## src/hdl/stopwatch_bcd_timer_pkg.sv

```systemverilog
package stopwatch_bcd_timer_pkg;

   // register indices; the byte address on the bus is four times the index
   localparam logic [15:0] IDX_PRIO  = 16'hff20;
   localparam logic [15:0] IDX_EN    = 16'hff22;
   localparam logic [15:0] IDX_FLAGS = 16'hff24;
   localparam logic [15:0] IDX_CTRL  = 16'hff42;
   localparam logic [15:0] IDX_COUNT = 16'hff43;
   localparam logic [15:0] IDX_STAT  = 16'hff44;
   localparam logic [15:0] IDX_MASK  = 16'hff45;

   localparam int unsigned ADR_W = 18;

   // field positions
   localparam int unsigned PRIO_LSB    = 2;  // sw_prio_lo, sw_prio_hi above it
   localparam int unsigned EVT_LSB     = 4;  // seconds, tenths, hundredths upward
   localparam int unsigned CTL_RUN_BIT = 0;  // count_run_bit
   localparam int unsigned CTL_CLR_BIT = 1;  // count_clear_bit

   // values after reset
   localparam logic [1:0] PRIO_RST  = 2'h0;
   localparam logic [2:0] EVT_RST   = 3'h0;
   localparam logic [3:0] DIGIT_RST = 4'h0;
   localparam logic [8:0] ACC_RST   = 9'h000;

   // feedback divider: 100 pulses per 256 ticks
   localparam logic [8:0] ACC_STEP  = 9'h064;
   localparam logic [8:0] ACC_MOD   = 9'h100;
   localparam logic [3:0] DIGIT_MAX = 4'h9;

   // exception vectors
   localparam logic [23:0] VEC_HUND  = 24'h000016;
   localparam logic [23:0] VEC_TENTH = 24'h000018;
   localparam logic [23:0] VEC_SEC   = 24'h00001a;
   localparam logic [23:0] VEC_NONE  = 24'h000000;

   typedef enum logic {
      ST_STOP = 1'b0,
      ST_RUN  = 1'b1
   } run_st_e;

endpackage

```

## src/hdl/stopwatch_bcd_timer.sv

```systemverilog
`timescale 1ns/1ps

// Contract
// - two cascaded BCD digits from 256 Hz tick
// - divider spaces hundredths pulses 2/3 ticks
// - hundredths decade carry gives approximate 10 Hz
// - tenths decade carry gives exact 1 Hz
// - event flags set on each derived edge, except one coinciding with a clear write
// - flags set regardless of enable, priority
// - cpu interrupt needs enable and priority above mask
// - write one clears flag, zero ignored
// - distinct vectors 16H, 18H, 1AH per event
// - two-bit priority field, level zero none
// - three enable bits, reset to zero
// - count byte read-only, tenths high nibble
// - clear bit zeroes count, reads zero
// - run bit starts, stops, holds count
// - run/stop applied at next tick edge
module stopwatch_bcd_timer
   import stopwatch_bcd_timer_pkg::*;
(
   input  wire logic             clk_i,
   input  wire logic             rst_i,
   input  wire logic             tick_256hz_i,
   input  wire logic             cpu_mask_lo_i,
   input  wire logic             cpu_mask_hi_i,
   input  wire logic             cyc_i,
   input  wire logic             stb_i,
   input  wire logic             we_i,
   input  wire logic [ADR_W-1:0] adr_i,
   input  wire logic [3:0]       sel_i,
   input  wire logic [31:0]      dat_i,
   output logic      [31:0]      dat_o,
   output logic                  ack_o,
   output logic                  irq_o,
   output logic                  cpu_irq_o,
   output logic      [1:0]       cpu_irq_level_o,
   output logic      [23:0]      cpu_vector_o
);

   function automatic logic hit(input logic [ADR_W-1:0] adr, input logic [15:0] idx);
      hit = (adr[ADR_W-1:2] == idx);
   endfunction

   logic       tick_q;
   logic       fall;
   run_st_e    run_act_q;
   logic       run_req_q;
   logic       adv;
   logic [8:0] acc_q;
   logic [8:0] acc_sum;
   logic       hund_adv;
   logic       tenth_adv;
   logic       sec_adv;
   logic [3:0] hund_q;
   logic [3:0] tenth_q;
   logic [2:0] ev_q;
   logic [2:0] flags_q;
   logic [2:0] en_q;
   logic [1:0] prio_q;
   logic [2:0] stat_q;
   logic [2:0] mask_q;
   logic       ack_q;
   logic       go;
   logic       wr;
   logic       rd;
   logic       clr_w;
   logic [2:0] flag_clr;
   logic [2:0] pend;
   logic [1:0] cpu_mask;
   logic [7:0] rdata;

   // the tick is synchronous to clk_i; a registered copy gives its falling edge
   always_ff @(posedge clk_i) begin
      if (rst_i) begin
         tick_q <= 1'b0;
      end else begin
         tick_q <= tick_256hz_i;
      end
   end

   assign fall = tick_q & ~tick_256hz_i;

   // bus handshake: one access per request, ack drops the cycle after
   assign go    = cyc_i & stb_i & ~ack_q;
   assign wr    = go & we_i & sel_i[0];
   assign rd    = go & ~we_i;
   assign clr_w = wr & hit(adr_i, IDX_CTRL) & dat_i[CTL_CLR_BIT];

   always_ff @(posedge clk_i) begin
      if (rst_i) begin
         ack_q <= 1'b0;
      end else begin
         ack_q <= go;
      end
   end

   // software view of the run bit
   always_ff @(posedge clk_i) begin
      if (rst_i) begin
         run_req_q <= 1'b0;
      end else if (wr && hit(adr_i, IDX_CTRL)) begin
         run_req_q <= dat_i[CTL_RUN_BIT];
      end
   end

   // the request only reaches the counter on a tick edge, so a stop
   // still lets the increment of that same edge through
   always_ff @(posedge clk_i) begin
      if (rst_i) begin
         run_act_q <= ST_STOP;
      end else if (fall) begin
         run_act_q <= run_req_q ? ST_RUN : ST_STOP;
      end
   end

   assign adv = fall & (run_act_q == ST_RUN);

   // feedback divider: adding 100 modulo 256 yields pulses 2 or 3 ticks apart
   assign acc_sum  = acc_q + ACC_STEP;
   assign hund_adv = adv & (acc_sum >= ACC_MOD);
   assign tenth_adv = hund_adv & (hund_q == DIGIT_MAX);
   assign sec_adv  = tenth_adv & (tenth_q == DIGIT_MAX);

   // divider phase is cleared with the count so a cleared run starts fresh
   always_ff @(posedge clk_i) begin
      if (rst_i || clr_w) begin
         acc_q <= ACC_RST;
      end else if (adv) begin
         acc_q <= hund_adv ? acc_sum - ACC_MOD : acc_sum;
      end
   end

   // hundredths decade
   always_ff @(posedge clk_i) begin
      if (rst_i || clr_w) begin
         hund_q <= DIGIT_RST;
      end else if (hund_adv) begin
         hund_q <= (hund_q == DIGIT_MAX) ? DIGIT_RST : hund_q + 4'h1;
      end
   end

   // tenths decade; 4 periods of 25 ticks and 6 of 26 make 256
   always_ff @(posedge clk_i) begin
      if (rst_i || clr_w) begin
         tenth_q <= DIGIT_RST;
      end else if (tenth_adv) begin
         tenth_q <= (tenth_q == DIGIT_MAX) ? DIGIT_RST : tenth_q + 4'h1;
      end
   end

   // event strobes: exactly one cycle for each derived falling edge, none in a cycle with a clear write
   always_ff @(posedge clk_i) begin
      if (rst_i) begin
         ev_q <= EVT_RST;
      end else begin
         ev_q <= {hund_adv, tenth_adv, sec_adv} & {3{~clr_w}};
      end
   end

   // write-one clear; a new event in the same cycle wins
   assign flag_clr = (wr && hit(adr_i, IDX_FLAGS)) ? dat_i[EVT_LSB+2:EVT_LSB] : EVT_RST;

   always_ff @(posedge clk_i) begin
      if (rst_i) begin
         flags_q <= EVT_RST;
      end else begin
         flags_q <= (flags_q & ~flag_clr) | ev_q;
      end
   end

   // enables and priority
   always_ff @(posedge clk_i) begin
      if (rst_i) begin
         en_q   <= EVT_RST;
         prio_q <= PRIO_RST;
      end else if (wr && hit(adr_i, IDX_EN)) begin
         en_q <= dat_i[EVT_LSB+2:EVT_LSB];
      end else if (wr && hit(adr_i, IDX_PRIO)) begin
         prio_q <= dat_i[PRIO_LSB+1:PRIO_LSB];
      end
   end

   // housekeeping status: sticky, cleared by reading it, event wins
   always_ff @(posedge clk_i) begin
      if (rst_i) begin
         stat_q <= EVT_RST;
      end else if (rd && hit(adr_i, IDX_STAT)) begin
         stat_q <= ev_q;
      end else begin
         stat_q <= stat_q | ev_q;
      end
   end

   always_ff @(posedge clk_i) begin
      if (rst_i) begin
         mask_q <= EVT_RST;
      end else if (wr && hit(adr_i, IDX_MASK)) begin
         mask_q <= dat_i[EVT_LSB+2:EVT_LSB];
      end
   end

   // read mux; bits owned by the neighbouring timer read as zero
   always_comb begin
      rdata = 8'h00;
      if (hit(adr_i, IDX_PRIO)) begin
         rdata[PRIO_LSB+1:PRIO_LSB] = prio_q;
      end else if (hit(adr_i, IDX_EN)) begin
         rdata[EVT_LSB+2:EVT_LSB] = en_q;
      end else if (hit(adr_i, IDX_FLAGS)) begin
         rdata[EVT_LSB+2:EVT_LSB] = flags_q;
      end else if (hit(adr_i, IDX_CTRL)) begin
         rdata[CTL_RUN_BIT] = run_req_q | (run_act_q == ST_RUN);
      end else if (hit(adr_i, IDX_COUNT)) begin
         rdata = {tenth_q, hund_q};
      end else if (hit(adr_i, IDX_STAT)) begin
         rdata[EVT_LSB+2:EVT_LSB] = stat_q;
      end else if (hit(adr_i, IDX_MASK)) begin
         rdata[EVT_LSB+2:EVT_LSB] = mask_q;
      end
   end

   // read data is captured at the acking edge and held until the next read access
   always_ff @(posedge clk_i) begin
      if (rst_i) begin
         dat_o <= 32'h00000000;
      end else if (rd) begin
         dat_o <= {24'h000000, rdata};
      end
   end

   assign ack_o = ack_q;

   // cpu request: pending while the flag stays set, so software must clear it
   assign pend     = flags_q & en_q;
   assign cpu_mask = {cpu_mask_hi_i, cpu_mask_lo_i};

   always_ff @(posedge clk_i) begin
      if (rst_i) begin
         cpu_irq_o       <= 1'b0;
         cpu_irq_level_o <= PRIO_RST;
         cpu_vector_o    <= VEC_NONE;
         irq_o           <= 1'b0;
      end else begin
         cpu_irq_o       <= (|pend) && (prio_q > cpu_mask);
         cpu_irq_level_o <= prio_q;
         irq_o           <= |(stat_q & mask_q);
         // hundredths first: it is the most frequent and cannot wait long
         if (pend[2]) begin
            cpu_vector_o <= VEC_HUND;
         end else if (pend[1]) begin
            cpu_vector_o <= VEC_TENTH;
         end else if (pend[0]) begin
            cpu_vector_o <= VEC_SEC;
         end else begin
            cpu_vector_o <= VEC_NONE;
         end
      end
   end
endmodule

```

## config.mk

```make
export PLATFORM = sky130hd
export DESIGN_NAME = stopwatch_bcd_timer
export DESIGN_NICKNAME = d
export VERILOG_FILES = /design/src/hdl/stopwatch_bcd_timer_pkg.sv /design/src/hdl/stopwatch_bcd_timer.sv
export SDC_FILE = /design/constraint.sdc
export NUM_CORES = 1
export LEC_CHECK = 0
export BUFFER_PORTS_ARGS = -buffer_cell sky130_fd_sc_hd__buf_2
export CORE_ASPECT_RATIO = 2
export CORE_MARGIN = 1.5
export CORE_UTILIZATION = 47
export DETAILED_ROUTE_END_ITERATION = 10
export PLACE_DENSITY_LB_ADDON = 0.3
export REMOVE_ABC_BUFFERS = 1
export SLEW_MARGIN = 10
export SYNTH_ARGS = -nofsm -noshare
export SYNTH_HDL_FRONTEND = slang
export SYNTH_SLANG_ARGS = --single-unit
```

## constraint.sdc

```tcl
create_clock -name clk_i -period 2.43 [get_ports clk_i]
set_input_delay 0.243 -clock clk_i [delete_from_list [all_inputs] [get_ports clk_i]]
set_output_delay 0.243 -clock clk_i [all_outputs]
set_load 0.01 [all_outputs]
```

==> impl_metrics.py <==
metrics = {
    "timing": {
        "fin_worst_skew_ns": 0.0103,
        "drv_slew": 0,
        "final_hold_viol_count": 0,
        "fin_hold_ws_ns": 0.164,
        "rsz0062_at_grt": "no",
        "worstMarginPinSlew_ns": 0.523,
        "tns_ns": 0,
        "fmax_mhz": 461,
        "setup_viol": 0,
        "fin_crit_ns": 2.17,
        "fin_crit_sh_pct": 89.2,
        "slew_headroom_pct": 64.6,
    },
    "logic_synthesis": {
        "synth_commonest_cells": "52 x dfxtp_1, 45 x buf_4, 40 x nor2_1",
        "ys_types": 52,
        "ys_seq_elements": 52,
        "yosys_warnings": 0,
        "syn_avg_cell_area_um2": 8.66,
        "ys_seq_area_share_pct": 39.1,
        "synth_area_leaders": "dfxtp_1 39%, buf_4 13%, nor2_1 5.6%",
        "synth_top_area_share_pct": 39.1,
        "syn_inst": 307,
        "synth_edf_count": 0,
        "ys.flop_type": "dfxtp_1",
        "synth.most_common_cell": "dfxtp_1",
        "async_flop_share_pct": 0,
        "yosys.area.top_type": "dfxtp_1",
        "syn_area_mm2": 0.00266,
    },
    "die": {
        "initial_utilization_pct": 49.1,
        "core-area_mm2": 0.00542,
        "ios": 123,
        "std_cell_rows": 38,
        "die_w_um": 56.2,
        "dieHeight_um": 109,
        "die_area_mm2": 0.00615,
    },
    "clock_tree": {
        "cts_buffers": 5,
        "clk_path_buf_depth": 2,
        "clk_pin_slew_ns": 0.09,
        "cts_resized": 0,
        "cts_tree": "built",
        "hold_buffers": 0,
        "clock-sinks": 52,
        "htreeDepth": 2,
        "insertion_delay_ns": 0.31,
        "post-cts-setup-buffers": 0,
        "clock-root-buffer": "clkbuf_8",
    },
    "routing": {
        "wl_per_cell_um": 14.0,
        "remaining_drc_errors": 0,
        "wl_um": 5820,
        "vias": 2180,
        "dr.pass1.iters": 4,
        "viasPerCell": 5.25,
        "drtIter0Drc": 40,
        "ant_nets": 0,
    },
    "layout": {
        "drive_above_1_share_pct": 20.0,
        "area_growth_pct": 8.18,
        "final_cell_area_mm2": 0.00288,
        "nNetsFinal": 419,
        "final_core_util_pct": 53.1,
        "n_antenna_cell": 0,
    },
    "power": {
        "powerDensity_mw_per_mm2": 518,
        "combPwrFrac_pct": 8.2,
        "power_mw": 1.49,
        "vdd_drop_max_mv": 0.482,
        "p_int_mw": 1.12,
        "leakagePower_nw": 1.24,
        "pwr-share-clk_pct": 34.4,
        "power.switching_uw": 372,
        "seq_power_share_pct": 57.5,
        "switching_share_pct": 25.0,
    },
    "flow_run": {
        "cap_violations": 0,
    },
    "place": {
        "placed_cell_area_mm2": 0.00279,
        "place_hpwl_um": 4570,
        "numPortBuffers": 48,
        "place_congestion": 0.895,
    },
    "grt": {
        "grt_util_met3_pct": 4.47,
        "met2_usage_pct": 38.2,
        "grt_busiest_layer": "met2",
        "grt_max_degree": 21,
        "grt_pass1_vias": 2060,
        "grt-ovfl-total": 0,
        "grt_pass1_wl_um": 9430,
        "gr-usage-met1_pct": 19.2,
        "grt_use_total_pct": 20.0,
        "grt_antenna_before_repair": 0,
    },
    "setup_path": {
        "path_cells": "ha_1 -> a211o_1 -> a211oi_4 -> o21ai_0 -> or3_1 -> a31oi_1",
        "end_kind": "flop",
        "crit_type": "flop to flop",
        "worst_path_largest_cell_delay_ns": 0.40,
        "slowest_stage": "or3_1",
        "cp_num_buf_inv": 0,
        "cp_max_fo": 5,
        "path_delay_family": "compound AO/OA/AOI/OAI gates",
        "crit_arrival_ns": 2.41,
        "startpoint_type": "flop",
        "required_ns": 2.68,
    },
    "run_status": {
        "status": "finished clean",
    },
    "hold_path": {
        "hold_class": "input pin to flop",
    },
}
==> worst register-to-register path: cells and delay by family, from the launching register on <==
kind / cells / cell delay [ns]
and+or+nand+nor: 1 / 0.40
DFF: 1 / 0.36
AOI/OAI and AO/OA: 4 / 1.10
adders and majority gates: 1 / 0.25
==> power by group through the flow <==
stage          clock [mW]  sequential [mW]  combinational, mW
5_1_grt             0.558            0.857              0.135
3_3_place_gp            0            0.876              0.119
4_1_cts             0.530            0.856              0.121
3_5_place_dp            0            0.876              0.120
2_1_floorplan           0            0.877             0.0614
6_report            0.512            0.856              0.122
==> through the flow <==
stage,cells,setup slack (ns)
after global routing,415,0.182
after floorplan,294,0.494
final,415,0.263
after detailed placement,407,0.291
after CTS,415,0.272
after global placement,407,0.341
==> area by class of cell <==
class	instances	area, um2
fill	538	2540
tap	60	75.1
sequential	52	1040
clock buffer	6	82.6
multi-input combinational	233	1360
clock inverter	2	10.0
inverter	9	33.8
timing repair buffer	53	278
==> state kept, by name, indices dropped and copies added (netlist names) <==
signal / count
tick_q: 1
stat_q: 3
acc_q: 7
hund_q: 4
flags_q: 3
prio_q: 2
run_req_q: 1
cpu_vector_o: 4
cpu_irq_level_o: 2
cpu_irq_o: 1
run_act_q: 1
mask_q: 3
ev_q: 3
tenth_q: 4
en_q: 3
dat_o: 8
irq_o: 1
ack_o: 1
==> cell usage in the layout (no fill, tap or decap), types with 3 or more instances in the layout <==
master and n:
a21oi_1 19, a22oi_1 10, buf_2 48, buf_4 5, clkbuf_8 6, conb_1 44, dfxtp_1 52, ha_1 3
inv_1 9, mux2_2 3, mux2i_1 9, nand2_1 21, nand3_1 4, nand4_1 5, nor2_1 40, nor2b_1 8
nor3_1 3, nor4_1 3, o2111ai_1 3, o21ai_0 4, o22ai_1 3, o41ai_1 3, or4_1 3, xnor2_1 5
xor2_1 5
==> per-layer routing <==
metal	part of all wire, %	vias up
li1	-	1082
met5	0	-
met1	35	1017
met4	4.0	0
met3	5.3	13
met2	55	68
==> worst paths after layout <==
kind         slack (ns)  depth (start not counted)    endpoint      from
max                0.26                          6   hund_q[3]  acc_q[2]
min                0.16                          3   prio_q[0]  dat_i[2]
max reg2reg        0.26                          6   hund_q[3]  acc_q[2]
min reg2reg        0.44                          2  flags_q[1]   ev_q[1]
==> cell families (layout without fill, tap and decap cells) <==
family,after synthesis,in the layout,synth area share (%)
simple gates,108,108,20.9
buf+inv,65,70,15.9
compound gates,56,56,14.5
flops,52,52,39.1
mux,12,12,4.66
xor+xnor,10,10,3.29
fa+ha+maj,3,3,1.41
other cells,1,44,0.141
(Power assumes the default switching activity.)
